--- config.mk ---
export PLATFORM = sky130hd
export DESIGN_NAME = shu_regmap
export DESIGN_NICKNAME = d
export VERILOG_FILES = /design/src/shu_pkg.sv /design/src/shu_rx_fifo.sv /design/src/shu_regmap.sv
export SDC_FILE = /design/constraint.sdc
export NUM_CORES = 1
export LEC_CHECK = 0
export ABC_AREA = 1
export BUFFER_PORTS_ARGS = -buffer_cell sky130_fd_sc_hd__buf_2
export CAP_MARGIN = 20
export CORE_ASPECT_RATIO = 0.5
export CORE_MARGIN = 2
export CORE_UTILIZATION = 60
export CTS_CLUSTER_SIZE = 25
export DETAILED_ROUTE_END_ITERATION = 6
export PLACE_DENSITY_LB_ADDON = 0.05
export SLEW_MARGIN = 10
export SYNTH_ARGS = -nofsm -noshare
export SYNTH_HDL_FRONTEND = slang
export SYNTH_HIERARCHICAL = 1
export SYNTH_SLANG_ARGS = --single-unit
--- constraint.sdc ---
create_clock -name core_clk_in -period 2.85 [get_ports core_clk_in]
set_input_delay 0.1425 -clock core_clk_in [delete_from_list [all_inputs] [get_ports core_clk_in]]
set_output_delay 0.1425 -clock core_clk_in [all_outputs]
set_load 0.03 [all_outputs]
--- src/shu_pkg.sv ---
// package: register map, field positions, vectors and shared types
package shu_pkg;
	// ************************************************************
	// register map (x data space)
	// ************************************************************
	localparam logic [15:0] ADDR_CLOCK_CONTROL = 16'hfff0;
	localparam logic [15:0] ADDR_CONTROL_STATUS = 16'hfff1;
	localparam logic [15:0] ADDR_OWN_ADDRESS = 16'hfff2;
	localparam logic [15:0] ADDR_DATA = 16'hfff3;
	localparam int DATA_W = 24;
	localparam int FIFO_DEPTH = 10;
	localparam int PTR_W = 4;
	localparam logic [PTR_W-1:0] FIFO_LAST = 4'h9;
	localparam logic [PTR_W:0] FIFO_FULL_COUNT = 5'h0a;
	// ************************************************************
	// writable masks and reset values
	// ************************************************************
	localparam logic [23:0] CLOCK_CONTROL_MASK = 24'h0031ff;
	localparam logic [23:0] CLOCK_CONTROL_RESET = 24'h000001;
	localparam logic [23:0] CONTROL_WRITE_MASK = 24'h007fff;
	localparam logic [23:0] CONTROL_RESET = 24'h000000;
	localparam logic [23:0] OWN_ADDRESS_MASK = 24'hf40000;
	localparam logic [23:0] OWN_ADDRESS_RESET = 24'hb00000;
	// ************************************************************
	// control/status bit positions
	// ************************************************************
	localparam int BIT_ENABLE = 0;
	localparam int BIT_BUS_ERR_IE = 10;
	localparam int BIT_TX_IE = 11;
	localparam int BIT_RX_IE0 = 12;
	localparam int BIT_RX_IE1 = 13;
	localparam int BIT_TX_UNDERRUN = 14;
	localparam int BIT_TX_EMPTY = 15;
	localparam int BIT_RX_NOT_EMPTY = 17;
	localparam int BIT_RX_FULL = 19;
	localparam int BIT_RX_OVERRUN = 20;
	localparam int BIT_BUS_ERR = 21;
	// ************************************************************
	// interrupt vectors in program space
	// ************************************************************
	localparam logic [15:0] VEC_TX_DATA = 16'h0020;
	localparam logic [15:0] VEC_TX_UNDERRUN = 16'h0022;
	localparam logic [15:0] VEC_RX_NOT_EMPTY = 16'h0024;
	localparam logic [15:0] VEC_RESERVED = 16'h0026;
	localparam logic [15:0] VEC_RX_FULL = 16'h0028;
	localparam logic [15:0] VEC_RX_OVERRUN = 16'h002a;
	localparam logic [15:0] VEC_BUS_ERR = 16'h002c;

	// processor x-space access
	typedef struct packed {
		logic rd;
		logic wr;
		logic [15:0] addr;
		logic [DATA_W-1:0] wdata;
	} shu_bus_s;

	// events from the shift logic
	typedef struct packed {
		logic rx_push;
		logic [DATA_W-1:0] rx_word;
		logic tx_taken;
		logic tx_underrun;
		logic bus_error;
	} shu_link_s;
endpackage : shu_pkg

--- src/shu_rx_fifo.sv ---
// ten-word receive fifo read through the data address
module shu_rx_fifo (
	// clock and reset
	input wire logic core_clk_in,
	input wire logic reset_n_in,
	// fill side
	input wire logic push_in,
	input wire logic [shu_pkg::DATA_W-1:0] push_data_in,
	// drain side
	input wire logic pop_in,
	input wire logic flush_in,
	output logic [shu_pkg::DATA_W-1:0] head_out,
	output logic not_empty_out,
	output logic full_out,
	output logic overrun_out
);
	typedef struct packed {
		logic [shu_pkg::PTR_W-1:0] wp;
		logic [shu_pkg::PTR_W-1:0] rp;
		logic [shu_pkg::PTR_W:0] cnt;
	} shu_fifo_s;

	logic [shu_pkg::DATA_W-1:0] mem_q [shu_pkg::FIFO_DEPTH];
	shu_fifo_s st_q, st_d;
	logic do_push, do_pop;

	assign do_pop = pop_in && (st_q.cnt != '0);
	assign do_push = push_in && (st_q.cnt != shu_pkg::FIFO_FULL_COUNT || do_pop);
	assign overrun_out = push_in && !do_push;

	function automatic logic [shu_pkg::PTR_W-1:0] nxt(
		input logic [shu_pkg::PTR_W-1:0] p);
		nxt = (p == shu_pkg::FIFO_LAST) ? '0 : p + 4'h1;
	endfunction : nxt

	always_comb begin
		st_d = st_q;
		if (do_push)
			st_d.wp = nxt(st_q.wp);
		if (do_pop)
			st_d.rp = nxt(st_q.rp);
		st_d.cnt = st_q.cnt + {4'h0, do_push} - {4'h0, do_pop};
		if (flush_in)
			st_d = '0;
	end

	always_ff @(posedge core_clk_in or negedge reset_n_in) begin
		if (!reset_n_in)
			st_q <= '0;
		else
			st_q <= st_d;
	end

	// one storage word per entry, written only when addressed
	for (genvar i = 0; i < shu_pkg::FIFO_DEPTH; i++) begin : g_word
		always_ff @(posedge core_clk_in or negedge reset_n_in) begin
			if (!reset_n_in)
				mem_q[i] <= '0;
			else if (do_push && !flush_in && st_q.wp == i[shu_pkg::PTR_W-1:0])
				mem_q[i] <= push_data_in;
		end
	end

	assign head_out = (st_q.cnt == '0) ? '0 : mem_q[st_q.rp];
	assign not_empty_out = st_q.cnt != '0;
	assign full_out = st_q.cnt == shu_pkg::FIFO_FULL_COUNT;
endmodule : shu_rx_fifo

--- src/shu_regmap.sv ---
// serial host unit register map and interrupt vectoring
// Operation
// - transmit-data interrupt uses vector 0x0020, first of slots to 0x002C
// - underrun vectors 0x0022, overrun 0x002A, bus error 0x002C
// - fifo not empty vectors 0x0024, full 0x0028; 0x0026 never used
// - priority bus error, overrun, underrun, full, transmit, not empty
// - clock control 0xFFF0, control/status 0xFFF1, own address 0xFFF2
// - 0xFFF3 reads receive fifo head and writes transmit holding
// - receive fifo holds ten 24-bit words behind one read address
// - reserved bits read zero; software should write zero
// - transmit write clears empty flag; interrupt requested while flag set
module shu_regmap (
	// clock and reset
	input wire logic core_clk_in,
	input wire logic reset_n_in,
	// processor x-space port
	input wire shu_pkg::shu_bus_s bus_in,
	output logic [shu_pkg::DATA_W-1:0] rdata_out,
	// shift logic side
	input wire shu_pkg::shu_link_s link_in,
	output logic [shu_pkg::DATA_W-1:0] tx_word_out,
	output logic tx_word_valid_out,
	output logic [shu_pkg::DATA_W-1:0] clock_control_out,
	output logic [shu_pkg::DATA_W-1:0] own_address_out,
	output logic unit_enable_out,
	// interrupt controller
	output logic irq_out,
	output logic [15:0] irq_vector_out
);
	// ************************************************************
	// state
	// ************************************************************
	typedef struct packed {
		logic [23:0] clk_ctl;
		logic [23:0] ctl;
		logic [23:0] own_addr;
		logic [23:0] tx_hold;
		logic tx_empty;
		logic underrun;
		logic overrun;
		logic bus_err;
		logic [23:0] rdata;
	} shu_reg_s;

	shu_reg_s st_q, st_d;
	logic [23:0] fifo_head;
	logic fifo_ne, fifo_full, fifo_ovr;
	logic rd_data, wr_data, wr_ctl, flush;
	logic [23:0] status_view;
	logic req_bus, req_ovr, req_und, req_full, req_tx, req_ne;

	// ************************************************************
	// decode
	// ************************************************************
	assign rd_data = bus_in.rd && bus_in.addr == shu_pkg::ADDR_DATA;
	assign wr_data = bus_in.wr && bus_in.addr == shu_pkg::ADDR_DATA;
	assign wr_ctl = bus_in.wr && bus_in.addr == shu_pkg::ADDR_CONTROL_STATUS;
	assign flush = !st_q.ctl[shu_pkg::BIT_ENABLE];

	shu_rx_fifo u_fifo (
		.core_clk_in(core_clk_in),
		.reset_n_in(reset_n_in),
		.push_in(link_in.rx_push),
		.push_data_in(link_in.rx_word),
		.pop_in(rd_data),
		.flush_in(flush),
		.head_out(fifo_head),
		.not_empty_out(fifo_ne),
		.full_out(fifo_full),
		.overrun_out(fifo_ovr)
	);

	// status bits merged over control bits; others read zero
	always_comb begin
		status_view = st_q.ctl & shu_pkg::CONTROL_WRITE_MASK;
		status_view[shu_pkg::BIT_TX_UNDERRUN] = st_q.underrun;
		status_view[shu_pkg::BIT_TX_EMPTY] = st_q.tx_empty;
		status_view[shu_pkg::BIT_RX_NOT_EMPTY] = fifo_ne;
		status_view[shu_pkg::BIT_RX_FULL] = fifo_full;
		status_view[shu_pkg::BIT_RX_OVERRUN] = st_q.overrun;
		status_view[shu_pkg::BIT_BUS_ERR] = st_q.bus_err;
	end

	// ************************************************************
	// next state
	// ************************************************************
	always_comb begin
		st_d = st_q;
		st_d.rdata = '0;
		if (bus_in.rd) begin
			case (bus_in.addr)
				shu_pkg::ADDR_CLOCK_CONTROL: st_d.rdata = st_q.clk_ctl;
				shu_pkg::ADDR_CONTROL_STATUS: st_d.rdata = status_view;
				shu_pkg::ADDR_OWN_ADDRESS: st_d.rdata = st_q.own_addr;
				shu_pkg::ADDR_DATA: st_d.rdata = fifo_head;
				default: st_d.rdata = '0;
			endcase
		end
		if (bus_in.wr) begin
			case (bus_in.addr)
				shu_pkg::ADDR_CLOCK_CONTROL:
					st_d.clk_ctl = bus_in.wdata & shu_pkg::CLOCK_CONTROL_MASK;
				shu_pkg::ADDR_CONTROL_STATUS:
					st_d.ctl = bus_in.wdata & shu_pkg::CONTROL_WRITE_MASK;
				shu_pkg::ADDR_OWN_ADDRESS:
					st_d.own_addr = bus_in.wdata & shu_pkg::OWN_ADDRESS_MASK;
				shu_pkg::ADDR_DATA: begin
					st_d.tx_hold = bus_in.wdata;
					st_d.tx_empty = 1'b0;
				end
				default: st_d.ctl = st_q.ctl;
			endcase
		end
		// hardware events win over software clears
		if (wr_ctl) begin
			st_d.underrun = 1'b0;
			st_d.overrun = 1'b0;
			st_d.bus_err = 1'b0;
		end
		if (link_in.tx_taken)
			st_d.tx_empty = 1'b1;
		if (link_in.tx_underrun)
			st_d.underrun = 1'b1;
		if (fifo_ovr)
			st_d.overrun = 1'b1;
		if (link_in.bus_error)
			st_d.bus_err = 1'b1;
		if (flush) begin
			st_d.tx_empty = 1'b1;
			st_d.underrun = 1'b0;
			st_d.overrun = 1'b0;
			st_d.bus_err = 1'b0;
		end
	end

	always_ff @(posedge core_clk_in or negedge reset_n_in) begin
		if (!reset_n_in) begin
			st_q <= '0;
			st_q.clk_ctl <= shu_pkg::CLOCK_CONTROL_RESET;
			st_q.ctl <= shu_pkg::CONTROL_RESET;
			st_q.own_addr <= shu_pkg::OWN_ADDRESS_RESET;
			st_q.tx_empty <= 1'b1;
		end else begin
			st_q <= st_d;
		end
	end

	// ************************************************************
	// interrupt requests, combinational so they follow flags each cycle
	// ************************************************************
	assign req_bus = st_q.bus_err && st_q.ctl[shu_pkg::BIT_BUS_ERR_IE];
	assign req_ovr = st_q.overrun && st_q.ctl[shu_pkg::BIT_RX_IE0];
	assign req_und = st_q.underrun && st_q.ctl[shu_pkg::BIT_TX_IE];
	assign req_full = fifo_full && st_q.ctl[shu_pkg::BIT_RX_IE1];
	assign req_tx = st_q.tx_empty && st_q.ctl[shu_pkg::BIT_TX_IE];
	assign req_ne = fifo_ne && st_q.ctl[shu_pkg::BIT_RX_IE0]
		&& !st_q.ctl[shu_pkg::BIT_RX_IE1];

	always_comb begin
		irq_vector_out = shu_pkg::VEC_TX_DATA;
		if (req_bus)
			irq_vector_out = shu_pkg::VEC_BUS_ERR;
		else if (req_ovr)
			irq_vector_out = shu_pkg::VEC_RX_OVERRUN;
		else if (req_und)
			irq_vector_out = shu_pkg::VEC_TX_UNDERRUN;
		else if (req_full)
			irq_vector_out = shu_pkg::VEC_RX_FULL;
		else if (req_tx)
			irq_vector_out = shu_pkg::VEC_TX_DATA;
		else if (req_ne)
			irq_vector_out = shu_pkg::VEC_RX_NOT_EMPTY;
	end

	assign irq_out = req_bus | req_ovr | req_und | req_full | req_tx | req_ne;
	assign rdata_out = st_q.rdata;
	assign tx_word_out = st_q.tx_hold;
	assign tx_word_valid_out = !st_q.tx_empty;
	assign clock_control_out = st_q.clk_ctl;
	assign own_address_out = st_q.own_addr;
	assign unit_enable_out = st_q.ctl[shu_pkg::BIT_ENABLE];
endmodule : shu_regmap

## Word level (Yosys, flattened, before mapping)

Index checks and enable logic that the tools add are counted.

| storage, ports and cells | value |
|---|---|
| word-level logic and storage cells | 116 |
| flip-flop bits (word level) | 335 |

| cells by class | value |
|---|---|
| add/subtract/negate cells | 4 |
| reduce and logical (&&, ||, !) cells | 35 |
| magnitude comparators | 1 |
| bitwise logic cells | 6 |
| muxes and demuxes | 25 |
| equality and inequality tests | 23 |

Operators with widths:

| cell | number |
|---|---|
| $bmux W24 S4 | 1 |
| $mux W24 | 4 |
| $pmux W24 S4 | 1 |
| $eq A16 B16 Y1 const B | 4 |
| $mux W16 | 2 |
| $mux W4 | 7 |
| $logic_and A1 B1 Y1 | 23 |
| $eq A4 B3 Y1 const B | 4 |
| $mux W13 | 1 |
| $eq A4 B4 Y1 const B | 3 |
| $reduce_and A2 Y1 | 5 |
| $mux W3 | 3 |
| $ne A3 B2 Y1 const B | 3 |
| $add A4 B1 Y4 const B | 2 |
| $eq A4 B2 Y1 const B | 2 |
| $mux W1 | 6 |
| $add A5 B1 Y5 | 1 |
| $eq A5 B4 Y1 const B | 1 |
| $ge A5 B5 Y1 const B | 1 |
| $logic_not A5 Y1 | 1 |
| $ne A5 B4 Y1 const B | 1 |
| $not A4 Y5 | 1 |
| $or A1 B1 Y1 | 5 |
| $reduce_bool A5 Y1 | 1 |
| other kinds (8) | 11 |

## Logic depth before layout (Yosys ltp)

Gate-level depths: netlist of run 1.

| depth | value |
|---|---|
| depth in word-level cells | 9 |
| gate-level depth with buffers | 17 |
| mapped depth without buffers | 16 |

## By module

Netlist of run 1, hierarchy kept.

By module, submodules not included:

| module | sequential area each (um^2) | area an instance (um^2) | instances | cells an instance |
|---|---|---|---|---|
| shu_rx_fifo | 6331.1 | 13785.7 | 1 | 1906 |
| shu_regmap | 2058.2 | 4388.0 | 1 | 529 |

## Least setup slack after synthesis of run 1

OpenSTA, ideal clock, no wires.

| timing path | value |
|---|---|
| path kind | register -> register |
| from | reg u_fifo/st_q[2] (netlist bit) |
| to | reg u_fifo/st_q[4] (netlist bit) |
| data arrival time | 2.371 ns |
| stages on the path, launching flop included | 15 |
| path slack | 0.353 ns |
| path through | dfrtp_1 > inv_1 > ha_1 > nand2_1 > nor3_2 > a21oi_4 > clkbuf_1 > nand2_1 > nand2_1 > ha_1 > fa_1 > a21oi_1 > o21bai_1 > o21ai_0 > a21oi_1 |

RTL lines:

| item | RTL line | text |
|---|---|---|
| start: declaration | shu_rx_fifo.sv:24 | `shu_fifo_s st_q, st_d;` |
| start signal: assignment | shu_rx_fifo.sv:51 | `st_q <= st_d;` |

## Worst setup path after layout of run 1

| timing path | value |
|---|---|
| from | reg u_fifo/st_q[3] (netlist bit) |
| to | reg u_fifo/mem_q[169] (netlist bit) |

| on the way | value |
|---|---|
| longest elaborated chain between the ends | 6 |

Ends and longest elaborated chain:

| item | RTL line | text |
|---|---|---|
| $reduce_bool A5 Y1 | - |  |
| net fifo_ne | shu_regmap.sv:47 | `logic fifo_ne, fifo_full, fifo_ovr;` |
| $logic_and A1 B1 Y1 | shu_rx_fifo.sv:27 | `assign do_pop = pop_in && (st_q.cnt != '0);` |
| $logic_or A1 B1 Y1 | shu_rx_fifo.sv:28 | `assign do_push = push_in && (st_q.cnt != shu_pkg::FIFO_FULL_COUNT \|\| do_pop);` |
| $logic_and A1 B1 Y1 | shu_rx_fifo.sv:28 |  |
| $logic_and A1 B1 Y1 (2 in a row) | shu_rx_fifo.sv:59 | `else if (do_push && !flush_in && st_q.wp == i[shu_pkg::PTR_W-1:0])` |
| end signal: indexed assignment | shu_rx_fifo.sv:60 | `mem_q[i] <= push_data_in;` |
| end: declaration | shu_rx_fifo.sv:23 | `logic [shu_pkg::DATA_W-1:0] mem_q [shu_pkg::FIFO_DEPTH];` |

The timed path passes the listed nets, and every way through them passes these cells.
A chain may end at the register's enable or synchronous reset.

==> run metrics, run 1 <==
maximum clock frequency=379 MHz; source-to-sink clock delay at the later pin of the worst-skew pair=0.59 ns; CP max FO=241; arrival time of the worst setup path=3.16 ns; per-cell routed wire length=19.2 um; number of core rows=44; Max Slew Vio Count=0; run status=completed; Clock Skews=0.0147 ns; CTS clk-pin slew, worst paths=0.07 ns; worst hold path stage count=5; cts bufs inserted=30; final count of hold timing violations=0; P&R area growth vs syn=10.7%; cell taking the most area after synthesis=dfrtp_1; critical path startpoint category=flip-flop; Hold Slack=0.0349 ns; most common library cell in the layout ignoring fill and taps=nand2_1; Avg Inst Size Synth=7.46 sq um; crit path kind=flip-flop to flip-flop; Tmin final=2.64 ns; via count=16.8k; maximum number of pins on one net before global-route repair=242; cell types with the largest area share after synthesis=dfrtp_1 (45%), nand2_1 (20%), nand4_1 (8.4%); wire length of the first global-routing pass=87,300 um; endpoint of the worst-slack reg-to-reg timing path=u_fifo/mem_q[169]$_DFFE_PN0P_; hold path start=link_in[27]; register bit total from synthesis=335; Slew @ Worst Pin=1.43 ns; required arrival time at the worst endpoint=3.36 ns; sum of negative setup slack=0 ns; setup-violating endpoint count in the final report=0; VDD IR max=0.427 mV; max capacitance violation total=0; via count normalized by instance count=5.80; post-layout instance count excluding filler cells=2,887; number of distinct library cell variants in the gate-level netlist after synthesis=34; RSZ-0062 raised after global routing=false; startpoint of the lowest-slack register-to-register path=u_fifo/st_q[3]$_DFF_PN0_; overall die area=0.0318 sq mm; post-route ant nets=0; antenna diode count=0; core box area=0.0294 sq mm; cell count after synthesis=2,435; vias in the first global route=15.3k; number of H-tree branching levels=1; worst-case hold path end point=st_q[25]$_DFFE_PN0P_; worst-case clock buffer depth=3; total non-filler cell area in the finished layout=0.0201 sq mm; remaining global-route overflow=0; width of the chip=250 um; commonest cells after routing, fill and taps aside=nand2_1 (977), dfrtp_1 (328), nand4_1 (245); Layout Utilization=68.4%; post-cts resize count=0; total routed wirelength=55,300 um; post-synthesis sequential area ratio=46.2%; GP Congestion=0.860; Final Worst Setup Slack=0.209 ns; GR Util All Layers=35.0%; Critical Path Start=u_fifo/st_q[3]$_DFF_PN0_; post-detailed-route DRC marker count=0; # clock sinks=335; NumNets Final=2,554; Initial Utilization=61.8%; overall power=9.80 mW; part of the cycle the worst path needs=92.7%; antenna violations before repair=0; Iteration-0 DRC Markers=2,122; CTS tree=built; Die Ht=127 um; Placed Cells incl. Taps=2,779; area post-placement=0.0185 sq mm; Warnings, synthesis=6; number of buffers added to fix hold violations after cts=53; drt pass-1 iters=5; static power due to leakage=10.8 nW; setup slack on the worst flop-to-flop path=0.21 ns; fraction of layout cells with a size suffix above 1=12.2%; ratio of total power to cell area=487 mW/mm^2; Post CTS Setup Buffer Count=0; Root Buffer=clkbuf_16; Final HPWL DP=32,000 um; number of I/O port buffers=141; critical path capture point type=flip-flop; minimum setup slack after placement=0.375 ns; Worst Hold Class=input pin to flip-flop; netlist area before placement=0.0182 sq mm; slew margin rel.=4.86%; fraction of post-synthesis cell area in the top cell type by area=45.4%; number of top-level pins=187; number of cells on the worst reg-to-reg path=10
==> synthesized netlist by cell type, drive strengths merged <==
master  count
fa          1
conb        2
nor2       38
clkinv      2
o21ai      54
o21bai      1
a31oi       1
dfstp       5
xnor2       1
buf       221
xor2        1
and2        1
nand3     206
a21oi      46
clkbuf     76
nand4     253
inv       205
dfrtp     330
ha          8
nand2     980
nor3        3
==> critical path, cell delays in order (launching register included) <==
cell	delay, ns
dfrtp_1	0.40
inv_1	0.09
ha_1	0.18
inv_1	0.05
nor2_1	0.04
nand2_2	0.11
nand2_2	0.11
a21oi_4	0.17
buf_12	0.49
nand4_1	0.25
nand2_1	0.14
==> flip-flops by register name, indices dropped and copies added (netlist names) <==
register / cells
u_fifo/st_q: 13
u_fifo/mem_q: 240
clock_control_out: 11
own_address_out: 5
st_q: 17
tx_word_out: 24
unit_enable_out: 1
rdata_out: 24
==> report_power, final <==
| group | internal, mW | switching, mW | total, mW |
|---|---|---|---|
| sequential | 4.75 | 0.000628 | 4.75 |
| combinational | 0.113 | 0.353 | 0.467 |
| clock | 2.67 | 1.91 | 4.57 |
| total | 7.54 | 2.26 | 9.80 |
==> routing by layer <==
layer  up-vias  GRT usage (%)  share of wire, %
li1       7747              -                 -
met1      7933           51.9                43
met2       952           51.9                43
met3       123           8.03                12
met4         0           9.30               2.8
met5         -              0                 0
==> final cells by class <==
| cell class | count | area, sq um |
|---|---|---|
| flip-flops and latches | 335 | 8390 |
| repair buffers | 260 | 1850 |
| clock inverters | 12 | 194 |
| inverters | 207 | 786 |
| multi-input cells | 1639 | 7490 |
| clock buffers | 43 | 911 |
| well taps | 391 | 489 |
| fillers | 2536 | 9280 |
==> worst max path at each step <==
stage                                         end  slack (ns)
floorplan                u_fifo/st_q[4]$_DFF_PN0_        0.35
global placement         u_fifo/st_q[4]$_DFF_PN0_        0.45
detailed placement       u_fifo/st_q[4]$_DFF_PN0_        0.38
CTS                      u_fifo/st_q[4]$_DFF_PN0_        0.36
global route             u_fifo/st_q[4]$_DFF_PN0_        0.12
finish              u_fifo/mem_q[169]$_DFFE_PN0P_        0.21
==> logic make-up (layout without fill, tap and decap cells) <==
logic type	after synthesis	count (layout)	share of synthesized area (%)
adder cells (fa/ha/maj)	9	9	0.661
other	2	45	0.0413
AND/OR/NAND/NOR	1481	1481	36.4
buffers and inverters	504	522	13.6
XOR/XNOR	2	2	0.0964
AO/OA/AOI/OAI	102	102	2.97
flip-flops	335	335	46.2
(Power assumes the default switching activity.)
==> run 2, diff against run 1 <==
- ABC_AREA: 1 -> 0
- CORE_UTILIZATION: 60 -> 59
==> run 2 against run 1 <==
  * Non-clock buffer count decreased by 34
  * Worst setup slack improved by 0.040 ns
  * Synthesized cell count decreased by 49%
  * Sequential share of layout area increased by 3.6 points
==> run metrics, run 2 <==
run status=completed (unchanged); maximum number of pins on one net before global-route repair=89 (was 242); register bit total from synthesis=335 (unchanged); overall die area=0.0298 sq mm (was 0.0318 sq mm); number of top-level pins=187 (unchanged); Avg Inst Size Synth=13.6 sq um (was 7.46 sq um); sequential fraction of design power=52.0% (was 48.5%); CTS tree=built (unchanged); commonest cells after routing, fill and taps aside=dfrtp_1 (329), mux2_2 (222), buf_2 (140) (was nand2_1 (977), dfrtp_1 (328), nand4_1 (245)); Layout fillers=2,046 (was 2,536); overall power=9.15 mW (was 9.80 mW); critical path startpoint category=flip-flop (unchanged); portion of total power attributed to combinational logic=4.3% (was 4.8%); fraction of the mapped netlist area in simple logic gates=4.68% (was 36.4%); antenna diode count=0 (unchanged); cell count after synthesis=1,234 (was 2,435); setup slack on the worst flop-to-flop path=0.25 ns (was 0.21 ns); post-synthesis compound-gate area fraction=4.26% (was 2.97%); CP max FO=3 (was 241); critical path capture point type=flip-flop (unchanged); Sw Pwr=2.04 mW (was 2.26 mW); startpoint of the lowest-slack register-to-register path=u_fifo/st_q[2]$_DFF_PN0_ (was u_fifo/st_q[3]$_DFF_PN0_); setup-violating endpoint count in the final report=0 (unchanged); arrival time of the worst setup path=3.08 ns (was 3.16 ns); number of cells on the worst reg-to-reg path=12 (was 10); Iteration-0 DRC Markers=634 (was 2,122); core box area=0.0278 sq mm (was 0.0294 sq mm); width of the chip=242 um (was 250 um); GR Util All Layers=24.9% (was 35.0%); Initial Utilization=60.2% (was 61.8%); RSZ-0062 raised after global routing=false (unchanged); Seq. cell area=0.00839 sq mm (about the same); Largest register FFs=240 (unchanged); total non-filler cell area in the finished layout=0.0185 sq mm (was 0.0201 sq mm); minimum setup slack after placement=0.0707 ns (was 0.375 ns); via count normalized by instance count=5.65 (was 5.80); most frequent cell after synthesis=dfrtp_1 (was nand2_1); Final Worst Setup Slack=0.249 ns (was 0.209 ns); most common library cell in the layout ignoring fill and taps=dfrtp_1 (was nand2_1); count of flip-flops with a built-in enable after synthesis=0 (unchanged); top post-synthesis cells by count=dfrtp_1 (330), mux2_2 (222), buf_4 (112) (was nand2_1 (977), dfrtp_1 (330), nand4_1 (245)); Multi-input gate area=0.00703 sq mm (was 0.00749 sq mm); wire length of the first global-routing pass=57,300 um (was 87,300 um); fraction of layout cells with a size suffix above 1=43.6% (was 12.2%); sum of negative setup slack=0 ns (unchanged); Root Buffer=clkbuf_16 (unchanged); antenna violations before repair=0 (unchanged); required arrival time at the worst endpoint=3.33 ns (was 3.36 ns); post-route ant nets=0 (unchanged); ratio of total power to cell area=494 mW/mm^2 (was 487 mW/mm^2); fraction of post-synthesis cell area in the top cell type by area=49.3% (was 45.4%); cts bufs inserted=29 (was 30); remaining global-route overflow=0 (unchanged); portion of netlist area occupied by mux cells=31.0% (was 0%); Worst Hold Class=input pin to asynchronous set/reset pin (was input pin to flip-flop); Die Ht=123 um (was 127 um); GP Congestion=0.779 (was 0.860); sw frac=22.3% (was 23.1%); per-cell routed wire length=21.1 um (was 19.2 um); post-detailed-route DRC marker count=0 (unchanged); max capacitance violation total=0 (unchanged); endpoint of the worst-slack reg-to-reg timing path=u_fifo/st_q[4]$_DFF_PN0_ (was u_fifo/mem_q[169]$_DFFE_PN0P_); # clock sinks=335 (unchanged); number of core rows=43 (was 44); P&R area growth vs syn=10.7% (about the same); netlist area before placement=0.0168 sq mm (was 0.0182 sq mm); share of flip-flops with an asynchronous set or reset after synthesis=100% (unchanged); cell taking the most area after synthesis=dfrtp_1 (unchanged); static power due to leakage=9.37 nW (was 10.8 nW); source-to-sink clock delay at the later pin of the worst-skew pair=0.57 ns (was 0.59 ns); Max Slew Vio Count=0 (unchanged); clock group share of total power=43.8% (was 46.7%); number of I/O port buffers=141 (unchanged); Layout Utilization=66.7% (was 68.4%); Biggest register=u_fifo/mem_q (unchanged); Post CTS Setup Buffer Count=0 (unchanged); post-cts resize count=0 (unchanged); slew margin rel.=36.2% (was 4.86%); post-synthesis sequential area ratio=50.1% (was 46.2%); total routed wirelength=36,500 um (was 55,300 um); area post-placement=0.0171 sq mm (was 0.0185 sq mm); crit path kind=flip-flop to flip-flop (unchanged); NumNets Final=1,406 (was 2,554); ys flop type=dfrtp_1 (unchanged); Slew @ Worst Pin=0.952 ns (was 1.43 ns); Clock Skews=0.0126 ns (was 0.0147 ns); Critical Path Start=u_fifo/st_q[2]$_DFF_PN0_ (was u_fifo/st_q[3]$_DFF_PN0_); number of distinct library cell variants in the gate-level netlist after synthesis=57 (was 34); Final HPWL DP=23,100 um (was 32,000 um); cell types with the largest area share after synthesis=dfrtp_1 (49%), mux2_2 (15%), mux2_4 (8.7%) (was dfrtp_1 (45%), nand2_1 (20%), nand4_1 (8.4%)); number of H-tree branching levels=1 (unchanged); Internal Pwr Total=7.11 mW (was 7.54 mW); main combinational cell family by area after synthesis=multiplexers (was simple AND/OR/NAND/NOR gates); maximum clock frequency=384 MHz (was 379 MHz); arithmetic-cell share of the synthesized area counting full adders, half adders and majority gates=0.717% (was 0.661%); vias in the first global route=10.0k (was 15.3k); area share of xor/xnor cells in the synthesized design=0.261% (was 0.0964%); part of the cycle the worst path needs=91.3% (was 92.7%); Tmin final=2.60 ns (was 2.64 ns); Warnings, synthesis=6 (unchanged); number of buffers added to fix hold violations after cts=53 (unchanged); CTS clk-pin slew, worst paths=0.07 ns (about the same); VDD IR max=0.453 mV (was 0.427 mV); worst-case clock buffer depth=3 (unchanged); drt pass-1 iters=5 (unchanged); final count of hold timing violations=0 (unchanged); via count=9,776 (was 16.8k)
==> run 2: cell types whose count changed after synthesis, sizes merged, moves of 20 or more <==
cell	delta
a221oi	+24
mux2i	+69
mux4	+24
mux2	+319
nand4	-250
clkbuf	-47
inv	-194
nand2	-934
o21ai	-20
nand3	-199
buf	-41
==> run 2: area by class of cell <==
type / instances / share of cell area, %
flip-flops and latches: 335 / 45.3
well taps: 382 / 2.58
clock buffers: 42 / 4.56
clock inverters: 12 / 0.614
inverters: 11 / 0.223
repair buffers: 226 / 8.83
multi-input cells: 722 / 37.9
==> run 2: worst max-delay path, cell delays in order (launching register included) <==
cell and delay, ns:
dfrtp_1 0.38, inv_1 0.11, ha_1 0.17, nor4b_4 0.25, xnor2_1 0.10, nand2_1 0.06
o21ai_0 0.08, ha_1 0.23, fa_1 0.44, a21oi_1 0.15, nor2_1 0.06, or3_1 0.34
a21oi_1 0.16
==> run 2: routing by layer <==
metal  track usage [%]  up-vias  routed length (um)
met3              4.04       44                1820
li1                  -     4405                   -
met2              39.8      247               17000
met4              5.25        0                 657
met5                 0        -                   0
met1              36.6     5080               17100
==> run 2: worst max path at each step <==
stage / endpoint / slack (ns)
after floorplan: u_fifo/st_q[4]$_DFF_PN0_ / 0.14
after global placement: u_fifo/st_q[4]$_DFF_PN0_ / 0.1
after detailed placement: u_fifo/st_q[4]$_DFF_PN0_ / 0.07
after CTS: u_fifo/st_q[4]$_DFF_PN0_ / 0.25
after global routing: u_fifo/st_q[4]$_DFF_PN0_ / 0.07
final: u_fifo/st_q[4]$_DFF_PN0_ / 0.25
==> run 2: kinds of logic (layout without fill, tap and decap cells) <==
kind of cell,count (synthesis),after routing
compound gates,115,115
buf+inv,220,291
fa+ha+maj,9,9
simple gates,136,136
flops,335,335
other cells,2,45
xor+xnor,5,5
mux,412,412
==> run 2: through the flow <==
| step | hold WS [ns] | std cells |
|---|---|---|
| 2_1_floorplan | -0.153 | 1277 |
| 3_3_place_gp | 0.0303 | 1623 |
| 3_5_place_dp | 0.0327 | 1623 |
| 4_1_cts | 0.0187 | 1730 |
| 5_1_grt | 0.0327 | 1730 |
| 6_report | 0.0311 | 1730 |
==> run 2: power groups by stage <==
stage	Sequential, mW	Clock [mW]	Combinational (mW)
floorplan	4.85	0	0.204
global placement	4.84	0	0.330
detailed placement	4.84	0	0.340
CTS	4.75	4.08	0.398
global route	4.75	4.31	0.434
finish	4.75	4.01	0.391
